**src/ocrg_pkg.sv**
```systemverilog
package ocrg_pkg;

   localparam int unsigned AW = 8;
   localparam int unsigned DW = 32;

   // Register byte addresses
   localparam logic [7:0] OFS_OSC_CTL  = 8'h00;
   localparam logic [7:0] OFS_TUNE     = 8'h10;
   localparam logic [7:0] OFS_REF_CTL  = 8'h20;
   localparam logic [7:0] OFS_REF_TRIM = 8'h30;
   localparam logic [7:0] OFS_UNLOCK   = 8'h40;
   localparam logic [7:0] OFS_IRQ_STAT = 8'h50;
   localparam logic [7:0] OFS_IRQ_MASK = 8'h54;

   // Oscillator control fields
   localparam int unsigned OSC_SWREQ_BIT = 0;
   localparam int unsigned OSC_SOSC_BIT  = 1;
   localparam int unsigned OSC_USBFR_BIT = 2;
   localparam int unsigned OSC_FAIL_BIT  = 3;
   localparam int unsigned OSC_NEW_LSB   = 8;
   localparam int unsigned OSC_CUR_LSB   = 12;
   localparam logic [2:0]  OSC_SEL_RESET = 3'h0;

   // Reference control fields
   localparam int unsigned REF_SEL_LSB   = 0;
   localparam int unsigned REF_ACT_BIT   = 8;
   localparam int unsigned REF_DSW_BIT   = 9;
   localparam int unsigned REF_REF_RUN_IN_SLEEP_BIT  = 11;
   localparam int unsigned REF_OE_BIT    = 12;
   localparam int unsigned REF_STOP_IN_IDLE_BIT  = 13;
   localparam int unsigned REF_ON_BIT    = 15;
   localparam int unsigned REF_DIV_LSB   = 16;
   localparam int unsigned REF_DIV_W     = 15;
   localparam int unsigned REF_TRIM_LSB  = 23;
   localparam int unsigned REF_TRIM_W    = 9;
   localparam int unsigned TUNE_W        = 6;
   localparam logic [3:0]  REF_SEL_SYS   = 4'h0;
   localparam logic [3:0]  REF_SEL_PB    = 4'h1;
   localparam logic [3:0]  REF_SEL_LAST  = 4'h8;
   localparam int unsigned REF_SRC_N     = 9;

   // Interrupt status bits
   localparam int unsigned IRQ_W         = 3;
   localparam int unsigned IRQ_FAIL_BIT  = 0;
   localparam int unsigned IRQ_OSW_BIT   = 1;
   localparam int unsigned IRQ_DSW_BIT   = 2;

   // Unlock keys, arbitrary values
   localparam logic [31:0] UNLOCK_KEY1   = 32'hC3A5_5A3C;
   localparam logic [31:0] UNLOCK_KEY2   = 32'h3C5A_A5C3;

   // Oscillator switch settling time
   localparam int unsigned CLK_PERIOD_PS = 4000;
   localparam int unsigned OSC_SWITCH_NS = 100;
   localparam int unsigned OSC_SWITCH_CYC =
      (OSC_SWITCH_NS * 1000 + CLK_PERIOD_PS - 1) / CLK_PERIOD_PS;
   localparam logic [7:0]  OSC_SWITCH_LAST = 8'(OSC_SWITCH_CYC - 1);

   localparam logic [1:0]  RESP_OKAY   = 2'h0;
   localparam logic [1:0]  RESP_SLVERR = 2'h2;

   typedef struct packed {
      logic [REF_DIV_W-1:0]  div;
      logic [REF_TRIM_W-1:0] trim;
   } ocrg_ref_cfg_t;

   typedef struct packed {
      logic                  src_q;
      logic [REF_DIV_W:0]    cnt;
      logic [REF_TRIM_W-1:0] acc;
      logic                  extra;
      logic                  out;
      logic                  edge_tick;
   } ocrg_div_state_t;

   typedef struct packed {
      logic                  aw_have;
      logic [AW-1:0]         aw_addr;
      logic                  w_have;
      logic [DW-1:0]         w_data;
      logic [3:0]            w_strb;
      logic                  bvalid;
      logic [1:0]            bresp;
      logic                  rvalid;
      logic [1:0]            rresp;
      logic [DW-1:0]         rdata;
      logic                  key_step;
      logic                  unlocked;
      logic                  clock_fail;
      logic                  usb_fast_rc;
      logic                  sosc_en;
      logic                  osw_req;
      logic [2:0]            new_osc_selection;
      logic [2:0]            cosc;
      logic [7:0]            sw_cnt;
      logic [TUNE_W-1:0]     tune;
      logic                  ref_on;
      logic                  stop_in_idle;
      logic                  oe;
      logic                  ref_run_in_sleep;
      logic                  divsw;
      logic [3:0]            ref_source_select;
      ocrg_ref_cfg_t         shadow;
      ocrg_ref_cfg_t         act;
      logic                  active;
      logic                  pin;
      logic [IRQ_W-1:0]      irq_stat;
      logic [IRQ_W-1:0]      irq_mask;
   } ocrg_state_t;

   // Byte-lane merge of a write into an old value
   function automatic logic [DW-1:0] wmerge(input logic [DW-1:0] old_v,
                                            input logic [DW-1:0] new_v,
                                            input logic [3:0]    strb);
      logic [DW-1:0] r;
      r = old_v;
      for (int i = 0; i < 4; i++)
         if (strb[i])
            r[i*8 +: 8] = new_v[i*8 +: 8];
      return r;
   endfunction

endpackage

```
**src/ocrg_top.sv**
```systemverilog
`timescale 1ns/1ps
`default_nettype none
module ocrg_top
(
   input  wire logic                         aclk,
   input  wire logic                         aresetn,
   input  wire logic [ocrg_pkg::AW-1:0]      s_axi_awaddr,
   input  wire logic                         s_axi_awvalid,
   output logic                              s_axi_awready,
   input  wire logic [ocrg_pkg::DW-1:0]      s_axi_wdata,
   input  wire logic [3:0]                   s_axi_wstrb,
   input  wire logic                         s_axi_wvalid,
   output logic                              s_axi_wready,
   output logic [1:0]                        s_axi_bresp,
   output logic                              s_axi_bvalid,
   input  wire logic                         s_axi_bready,
   input  wire logic [ocrg_pkg::AW-1:0]      s_axi_araddr,
   input  wire logic                         s_axi_arvalid,
   output logic                              s_axi_arready,
   output logic [ocrg_pkg::DW-1:0]           s_axi_rdata,
   output logic [1:0]                        s_axi_rresp,
   output logic                              s_axi_rvalid,
   input  wire logic                         s_axi_rready,
   input  wire logic                         failsafe_clock_monitor_fail,
   input  wire logic                         idle_mode,
   input  wire logic                         sleep_mode,
   input  wire logic [ocrg_pkg::REF_SRC_N-1:0] ref_src_levels,
   output logic                              irq,
   output logic                              usb_fast_rc_select,
   output logic                              secondary_osc_enable,
   output logic                              osc_switch_busy,
   output logic [2:0]                        current_osc,
   output logic signed [ocrg_pkg::TUNE_W-1:0] fast_rc_tune_code,
   output logic                              ref_clock_out_pin,
   output logic                              ref_request_active
);

   ocrg_pkg::ocrg_state_t s_r;
   ocrg_pkg::ocrg_state_t s_nxt;
   logic                  aw_take;
   logic                  w_take;
   logic                  ar_take;
   logic                  gen_clk;
   logic                  gen_tick;
   logic                  sel_level;
   logic                  ref_run;
   logic                  slp_keep;

   // Read view of every register; unimplemented bits stay zero
   function automatic logic [ocrg_pkg::DW-1:0] reg_view(input ocrg_pkg::ocrg_state_t s,
                                                        input logic [ocrg_pkg::AW-1:0] a);
      logic [ocrg_pkg::DW-1:0] v;
      v = '0;
      case (a)
         ocrg_pkg::OFS_OSC_CTL:
         begin
            v[ocrg_pkg::OSC_FAIL_BIT]  = s.clock_fail;
            v[ocrg_pkg::OSC_USBFR_BIT] = s.usb_fast_rc;
            v[ocrg_pkg::OSC_SOSC_BIT]  = s.sosc_en;
            v[ocrg_pkg::OSC_SWREQ_BIT] = s.osw_req;
            v[ocrg_pkg::OSC_NEW_LSB +: 3] = s.new_osc_selection;
            v[ocrg_pkg::OSC_CUR_LSB +: 3] = s.cosc;
         end
         ocrg_pkg::OFS_TUNE:
            v[ocrg_pkg::TUNE_W-1:0] = s.tune;
         ocrg_pkg::OFS_REF_CTL:
         begin
            v[ocrg_pkg::REF_SEL_LSB +: 4] = s.ref_source_select;
            v[ocrg_pkg::REF_ACT_BIT]  = s.active;
            v[ocrg_pkg::REF_DSW_BIT]  = s.divsw;
            v[ocrg_pkg::REF_REF_RUN_IN_SLEEP_BIT] = s.ref_run_in_sleep;
            v[ocrg_pkg::REF_OE_BIT]   = s.oe;
            v[ocrg_pkg::REF_STOP_IN_IDLE_BIT] = s.stop_in_idle;
            v[ocrg_pkg::REF_ON_BIT]   = s.ref_on;
            v[ocrg_pkg::REF_DIV_LSB +: ocrg_pkg::REF_DIV_W] = s.shadow.div;
         end
         ocrg_pkg::OFS_REF_TRIM:
            v[ocrg_pkg::REF_TRIM_LSB +: ocrg_pkg::REF_TRIM_W] = s.shadow.trim;
         ocrg_pkg::OFS_IRQ_STAT:
            v[ocrg_pkg::IRQ_W-1:0] = s.irq_stat;
         ocrg_pkg::OFS_IRQ_MASK:
            v[ocrg_pkg::IRQ_W-1:0] = s.irq_mask;
         default:
            v = '0;
      endcase
      return v;
   endfunction

   function automatic logic is_mapped(input logic [ocrg_pkg::AW-1:0] a);
      logic m;
      m = (a == ocrg_pkg::OFS_OSC_CTL)  || (a == ocrg_pkg::OFS_TUNE) ||
          (a == ocrg_pkg::OFS_REF_CTL)  || (a == ocrg_pkg::OFS_REF_TRIM) ||
          (a == ocrg_pkg::OFS_UNLOCK)   || (a == ocrg_pkg::OFS_IRQ_STAT) ||
          (a == ocrg_pkg::OFS_IRQ_MASK);
      return m;
   endfunction

   assign s_axi_awready = ~s_r.aw_have & ~s_r.bvalid;
   assign s_axi_wready  = ~s_r.w_have & ~s_r.bvalid;
   assign s_axi_arready = ~s_r.rvalid;
   assign aw_take       = s_axi_awvalid & s_axi_awready;
   assign w_take        = s_axi_wvalid & s_axi_wready;
   assign ar_take       = s_axi_arvalid & s_axi_arready;

   // Reserved source codes select no clock at all
   assign sel_level = (s_r.ref_source_select <= ocrg_pkg::REF_SEL_LAST) ?
                      ref_src_levels[s_r.ref_source_select] : 1'b0;
   // System and bus clocks stop in Sleep, so run-in-sleep cannot apply to them
   assign slp_keep  = s_r.ref_run_in_sleep & (s_r.ref_source_select != ocrg_pkg::REF_SEL_SYS) &
                      (s_r.ref_source_select != ocrg_pkg::REF_SEL_PB);
   assign ref_run   = s_r.ref_on & ~(idle_mode & s_r.stop_in_idle) &
                      ~(sleep_mode & ~slp_keep);

   ocrg_frac_div u_div
   (
      .aclk      (aclk),
      .aresetn   (aresetn),
      .src_level (sel_level),
      .run       (ref_run),
      .cfg       (s_r.act),
      .clk_out   (gen_clk),
      .edge_tick (gen_tick)
   );

   always_comb
   begin
      logic [ocrg_pkg::DW-1:0] d;
      logic [ocrg_pkg::IRQ_W-1:0] ev;
      logic                       start_sw;
      d        = '0;
      ev       = '0;
      start_sw = 1'b0;
      s_nxt    = s_r;

      // Write channel capture, address and data in either order
      if (aw_take)
      begin
         s_nxt.aw_have = 1'b1;
         s_nxt.aw_addr = s_axi_awaddr;
      end
      if (w_take)
      begin
         s_nxt.w_have = 1'b1;
         s_nxt.w_data = s_axi_wdata;
         s_nxt.w_strb = s_axi_wstrb;
      end
      if (s_r.bvalid && s_axi_bready)
         s_nxt.bvalid = 1'b0;
      if (s_r.rvalid && s_axi_rready)
         s_nxt.rvalid = 1'b0;

      // Hardware events
      if (failsafe_clock_monitor_fail)
      begin
         ev[ocrg_pkg::IRQ_FAIL_BIT] = 1'b1;
      end
      if (s_r.osw_req)
      begin
         if (s_r.sw_cnt == ocrg_pkg::OSC_SWITCH_LAST)
         begin
            s_nxt.osw_req = 1'b0;
            s_nxt.cosc    = s_r.new_osc_selection;
            s_nxt.sw_cnt  = '0;
            ev[ocrg_pkg::IRQ_OSW_BIT] = 1'b1;
         end
         else
         begin
            s_nxt.sw_cnt = s_r.sw_cnt + 8'h01;
         end
      end
      if (s_r.divsw && gen_tick)
      begin
         s_nxt.divsw = 1'b0;
         ev[ocrg_pkg::IRQ_DSW_BIT] = 1'b1;
      end

      // Register write once both halves are in
      if (s_r.aw_have && s_r.w_have)
      begin
         s_nxt.aw_have = 1'b0;
         s_nxt.w_have  = 1'b0;
         s_nxt.bvalid  = 1'b1;
         s_nxt.bresp   = is_mapped(s_r.aw_addr) ? ocrg_pkg::RESP_OKAY : ocrg_pkg::RESP_SLVERR;
         d = ocrg_pkg::wmerge(reg_view(s_r, s_r.aw_addr), s_r.w_data, s_r.w_strb);
         case (s_r.aw_addr)
            ocrg_pkg::OFS_UNLOCK:
            begin
               // Any stray value relocks; a full write is needed for each key
               s_nxt.key_step = (d == ocrg_pkg::UNLOCK_KEY1);
               s_nxt.unlocked = s_r.key_step && (d == ocrg_pkg::UNLOCK_KEY2);
            end
            ocrg_pkg::OFS_OSC_CTL:
            begin
               if (s_r.unlocked)
               begin
                  s_nxt.usb_fast_rc = d[ocrg_pkg::OSC_USBFR_BIT];
                  s_nxt.sosc_en     = d[ocrg_pkg::OSC_SOSC_BIT];
                  s_nxt.new_osc_selection        = d[ocrg_pkg::OSC_NEW_LSB +: 3];
                  s_nxt.clock_fail  = d[ocrg_pkg::OSC_FAIL_BIT];
                  start_sw          = d[ocrg_pkg::OSC_SWREQ_BIT] & ~s_r.osw_req;
               end
            end
            ocrg_pkg::OFS_TUNE:
            begin
               if (s_r.unlocked)
                  s_nxt.tune = d[ocrg_pkg::TUNE_W-1:0];
            end
            ocrg_pkg::OFS_REF_CTL:
            begin
               s_nxt.ref_on      = d[ocrg_pkg::REF_ON_BIT];
               s_nxt.stop_in_idle        = d[ocrg_pkg::REF_STOP_IN_IDLE_BIT];
               s_nxt.oe          = d[ocrg_pkg::REF_OE_BIT];
               s_nxt.ref_run_in_sleep        = d[ocrg_pkg::REF_REF_RUN_IN_SLEEP_BIT];
               s_nxt.ref_source_select       = d[ocrg_pkg::REF_SEL_LSB +: 4];
               s_nxt.shadow.div  = d[ocrg_pkg::REF_DIV_LSB +: ocrg_pkg::REF_DIV_W];
               if (d[ocrg_pkg::REF_DSW_BIT] && !s_r.divsw)
               begin
                  s_nxt.divsw = 1'b1;
                  s_nxt.act   = s_nxt.shadow;
               end
            end
            ocrg_pkg::OFS_REF_TRIM:
               s_nxt.shadow.trim = d[ocrg_pkg::REF_TRIM_LSB +: ocrg_pkg::REF_TRIM_W];
            ocrg_pkg::OFS_IRQ_MASK:
               s_nxt.irq_mask = d[ocrg_pkg::IRQ_W-1:0];
            default:
               s_nxt.key_step = s_r.key_step;
         endcase
      end

      if (start_sw)
      begin
         s_nxt.osw_req = 1'b1;
         s_nxt.sw_cnt  = '0;
      end

      // Disabled generator takes new divider values straight away
      if (!s_nxt.ref_on)
         s_nxt.act = s_nxt.shadow;

      // Read channel; a status read clears what it returned
      if (ar_take)
      begin
         s_nxt.rvalid = 1'b1;
         s_nxt.rdata  = reg_view(s_r, s_axi_araddr);
         s_nxt.rresp  = is_mapped(s_axi_araddr) ? ocrg_pkg::RESP_OKAY : ocrg_pkg::RESP_SLVERR;
         if (s_axi_araddr == ocrg_pkg::OFS_IRQ_STAT)
            s_nxt.irq_stat = '0;
      end

      // Sets come last so an event wins over a clear in the same cycle
      if (failsafe_clock_monitor_fail)
         s_nxt.clock_fail = 1'b1;
      s_nxt.irq_stat = s_nxt.irq_stat | ev;

      s_nxt.active = ref_run;
      s_nxt.pin    = gen_clk & s_r.oe & ref_run;
   end

   always_ff @(posedge aclk)
   begin
      if (!aresetn)
      begin
         s_r      <= '0;
         s_r.new_osc_selection <= ocrg_pkg::OSC_SEL_RESET;
         s_r.cosc <= ocrg_pkg::OSC_SEL_RESET;
      end
      else
      begin
         s_r <= s_nxt;
      end
   end

   assign s_axi_bvalid         = s_r.bvalid;
   assign s_axi_bresp          = s_r.bresp;
   assign s_axi_rvalid         = s_r.rvalid;
   assign s_axi_rresp          = s_r.rresp;
   assign s_axi_rdata          = s_r.rdata;
   assign irq                  = |(s_r.irq_stat & s_r.irq_mask);
   assign usb_fast_rc_select   = s_r.usb_fast_rc;
   assign secondary_osc_enable = s_r.sosc_en;
   assign osc_switch_busy      = s_r.osw_req;
   assign current_osc          = s_r.cosc;
   assign fast_rc_tune_code    = s_r.tune;
   assign ref_clock_out_pin    = s_r.pin;
   assign ref_request_active   = s_r.active;

endmodule // ocrg_top
`default_nettype wire

```
**src/ocrg_frac_div.sv**
```systemverilog
`timescale 1ns/1ps
`default_nettype none
// Divides a sampled source level by 2*(div + trim/512); div of zero passes it through.
module ocrg_frac_div
(
   input  wire logic                   aclk,
   input  wire logic                   aresetn,
   input  wire logic                   src_level,
   input  wire logic                   run,
   input  wire ocrg_pkg::ocrg_ref_cfg_t cfg,
   output logic                        clk_out,
   output logic                        edge_tick
);

   ocrg_pkg::ocrg_div_state_t s_r;
   ocrg_pkg::ocrg_div_state_t s_nxt;
   logic                      rise;
   logic [ocrg_pkg::REF_DIV_W:0] target;
   logic [ocrg_pkg::REF_TRIM_W:0] sum;

   assign rise   = src_level & ~s_r.src_q;
   assign target = {1'b0, cfg.div} + {{ocrg_pkg::REF_DIV_W{1'b0}}, s_r.extra};
   assign sum    = {1'b0, s_r.acc} + {1'b0, cfg.trim};

   always_comb
   begin
      s_nxt           = s_r;
      s_nxt.src_q     = src_level;
      s_nxt.edge_tick = 1'b0;
      if (!run)
      begin
         // Stopped: values load at once, so a pending switch completes
         s_nxt.cnt       = '0;
         s_nxt.acc       = '0;
         s_nxt.extra     = 1'b0;
         s_nxt.out       = 1'b0;
         s_nxt.edge_tick = 1'b1;
      end
      else if (cfg.div == '0)
      begin
         s_nxt.out       = src_level;
         s_nxt.cnt       = '0;
         s_nxt.edge_tick = rise;
      end
      else if (rise)
      begin
         if (s_r.cnt + 1'b1 >= target)
         begin
            // Each half period lasts div or div+1 edges; the carry spreads the trim
            s_nxt.cnt       = '0;
            s_nxt.out       = ~s_r.out;
            s_nxt.acc       = sum[ocrg_pkg::REF_TRIM_W-1:0];
            s_nxt.extra     = sum[ocrg_pkg::REF_TRIM_W];
            s_nxt.edge_tick = 1'b1;
         end
         else
         begin
            s_nxt.cnt = s_r.cnt + 1'b1;
         end
      end
   end

   always_ff @(posedge aclk)
   begin
      if (!aresetn)
         s_r <= '0;
      else
         s_r <= s_nxt;
   end

   assign clk_out   = s_r.out;
   assign edge_tick = s_r.edge_tick;

endmodule // ocrg_frac_div
`default_nettype wire

```
**config.mk**
```make
export PLATFORM = sky130hd
export DESIGN_NAME = ocrg_top
export DESIGN_NICKNAME = d
export VERILOG_FILES = /design/src/ocrg_pkg.sv /design/src/ocrg_top.sv /design/src/ocrg_frac_div.sv
export SDC_FILE = /design/constraint.sdc
export NUM_CORES = 1
export LEC_CHECK = 0
export BUFFER_PORTS_ARGS = -buffer_cell sky130_fd_sc_hd__buf_2
export CAP_MARGIN = 20
export CORE_UTILIZATION = 43
export DETAILED_ROUTE_END_ITERATION = 10
export PLACE_DENSITY = 0.59
export SLEW_MARGIN = 30
export SYNTH_ARGS = -nofsm -noshare
export SYNTH_HDL_FRONTEND = slang
export SYNTH_HIERARCHICAL = 1
export SYNTH_SLANG_ARGS = --single-unit
```
**constraint.sdc**
```tcl
create_clock -name aclk -period 4.2 [get_ports aclk]
set_input_delay 0.84 -clock aclk [delete_from_list [all_inputs] [get_ports aclk]]
set_output_delay 0.84 -clock aclk [all_outputs]
set_load 0.02 [all_outputs]
```
==> impl_metrics.toml <==
[sta]
slew_headroom_pct = 43.5
setup_tns_ns = 0
fin_crit_ns = 3.80
fin_skew_ns = 0.0161
rsz0062_at_grt = "false"
setup_viol = 0
worst_slew_pin_slew_ns = 0.844
timing.final.crit_share_pct = 90.6
hold-worst-slack_ns = 0.449
hold_viol = 0
slew_violations = 0
max_freq_ghz = 0.263

[placement]
routabilityCongestion = 0.866
io_buffers = 122
placed_cell_area_sq_um = 11200
hpwl_um = 21700

[global_route]
grt_max_degree = 96
antenna_found_initial = 0
grt_pass1_wl_um = 48500
grt_util_all_layers_pct = 23.6
first_global_vias = 9179
grt_overflow_total = 0

[floorplan]
initial_core_util_pct = 44.2
row_count = 57
io_pins = 127
die_x_um = 161
chipHeight_um = 161
coreArea_sq_um = 24500
die_area_sq_um = 25800

[pwr]
fin_total_pwr_mw = 3.98
netSwitchingPower_mw = 1.12
power.leakage_nw = 4.41
powerDensity_nw_per_um2 = 337
seq_power_share_pct = 50.4
switching_share_pct = 28.2
power_frac_clock_pct = 40.5
p_comb_share_pct = 9.1
intPower_mw = 2.86
peakVddDrop_mv = 0.231

[cells_and_area]
layout-drive-gt1-share_pct = 17.2
final_area_sq_um = 11800
regArea_sq_um = 4000
final_common_cell = "dfxtp_1"
layout_common_cells = "dfxtp_1 (200), nand2_1 (186), nor2_1 (140)"
fillCellCount = 2426
multi_input_area_sq_um = 6020
area_delta_synth_final_pct = 9.29
nets = 1440
diodes = 0

[clock_network]
root_buffer = "clkbuf_16"
clockBufferDepth = 2
cts_resized = 0
hold_buffers = 0
numCtsBuffers = 17
clk_pin_slew_ns = 0.08
cts.repair_timing.setup_buffer_count = 0
clk_latency_ns = 0.44
htreeDepth = 4
cts_tree = "yes"
cts_sinks = 200

[min_path]
hp-class = "flip-flop to flip-flop"

[logic_synthesis]
netlist_instances = 1303
ys_seq_area_share_pct = 37.0
ys_seq_elements = 200
syn-cell-area_sq_um = 10800
synth.area.top_cells = "dfxtp_1 (37%), nand2_1 (6.5%), a21oi_1 (5.6%)"
yosysTopAreaCell = "dfxtp_1"
synth_edf_count = 0
yosys_warnings = 6
yosysUniqueCellTypes = 84
async_reset_ff_share_pct = 0
synth_ff_type = "dfxtp_1"
avgSynthCellArea_sq_um = 8.29
synth_top_area_share_pct = 37.0

[routing]
dr.pass1.iters = 7
via_per_inst = 5.64
via_count = 9443
ant_nets = 0
drt-wirelength-per-cell_um = 17.8
finalWirelength_um = 29700
drc_errors = 0
drt-initial-drc-count = 715

[setup_path]
crit_type = "flip-flop to flip-flop"
crit_arrival_ns = 4.09
crit_fanout = 7
required_ns = 4.48
cp-start-kind = "flip-flop"
end_kind = "flip-flop"

[run_status]
status = "finished, final reports clean"

[flow_run]
maxCapViolations = 0
[Yosys cell counts, types with 5 or more instances]
library cell,n
dfxtp_1,200
nand2_1,187
nor2_1,141
a21oi_1,120
clkbuf_1,56
nand3_1,46
buf_4,45
mux2i_1,32
ha_1,30
a211oi_1,29
nor3_1,29
a211oi_2,25
inv_1,22
o21ai_0,22
xor2_1,19
xnor2_1,18
nand4_1,17
nor2b_1,17
a221oi_1,15
a22oi_1,13
and3_1,11
nor4_1,10
a22o_1,9
a31oi_1,9
a32oi_1,8
and2_1,8
buf_2,8
a21o_1,7
buf_6,7
nand2b_1,7
nor2_2,7
or3_1,6
buf_1,5
nand4b_1,5
nor4b_1,5
o21a_1,5
or2_2,5
or4_1,5
[worst max-delay path, stage by stage (launching register included)]
cell and delay (ns):
dfxtp_1 0.41, ha_1 0.25, nand3_1 0.18, nor2_1 0.31, nand3_1 0.29, xnor2_1 0.21, ha_1 0.30, nand4_1 0.14
or3_1 0.40, o32a_4 0.42, a21oi_1 0.44, nand4b_1 0.18, a41oi_1 0.12
[per-stage QoR]
step,instances,util [%],setup slack (ns)
2_1_floorplan,1306,-,0.812
3_3_place_gp,1643,46.0,0.533
3_5_place_dp,1643,46.0,0.463
4_1_cts,1675,48.3,0.447
5_1_grt,1675,48.3,0.0921
6_report,1675,48.3,0.396
[routing by layer]
layer	vias up	wire length, um	GRT usage (%)
met5	-	0	0
met4	0	658	8.01
met3	45	1430	4.29
met2	286	14400	40.2
met1	4414	13300	29.8
li1	4698	-	-
[final cells by class]
cell class              count  share of cell area [%]
well taps                 324                    3.43
flip-flops and latches    200                    33.9
clock buffers              18                    3.63
multi-input cells         959                    50.9
inverters                  23                   0.752
clock inverters            14                    1.11
repair buffers            137                    6.23
[path summary, 6_finish.rpt]
kind	startpoint	to	slack (ns)	cells past startpoint
worst min register to register	s_axi_rdata[14]	s_axi_rdata[14]	0.45	2
worst min-delay path	s_axi_rdata[14]	s_axi_rdata[14]	0.45	2
worst max-delay path	u_div/s_r[12]	u_div/clk_out	0.40	12
worst max register to register	u_div/s_r[12]	u_div/clk_out	0.40	12
[registers in the layout, summed over array words and instances, names as in the netlist, 3 cells and up]
name               cells
s_r                  123
s_axi_rdata           30
u_div/s_r             27
fast_rc_tune_code      6
current_osc            3
[power by group through the flow]
| stage | combinational, mW | clock [mW] | sequential [mW] |
|---|---|---|---|
| 2_1_floorplan | 0.280 | 0 | 2.01 |
| 3_3_place_gp | 0.358 | 0 | 2.05 |
| 3_5_place_dp | 0.360 | 0 | 2.05 |
| 4_1_cts | 0.361 | 1.64 | 2.00 |
| 5_1_grt | 0.400 | 1.71 | 2.01 |
| 6_report | 0.362 | 1.61 | 2.00 |
[cell families (layout without fill, tap and decap cells)]
group           count (synthesis)  in the layout  share of synthesized area, %
simple gates                  531            531                          23.7
compound gates                319            319                          21.4
fa+ha+maj                      31             31                          3.66
other cells                     1              4                        0.0347
mux                            37             37                          3.69
buf+inv                       147            192                          7.47
xor+xnor                       37             37                          3.00
flops                         200            200                          37.0
Power figures use the tool's default switching activity.
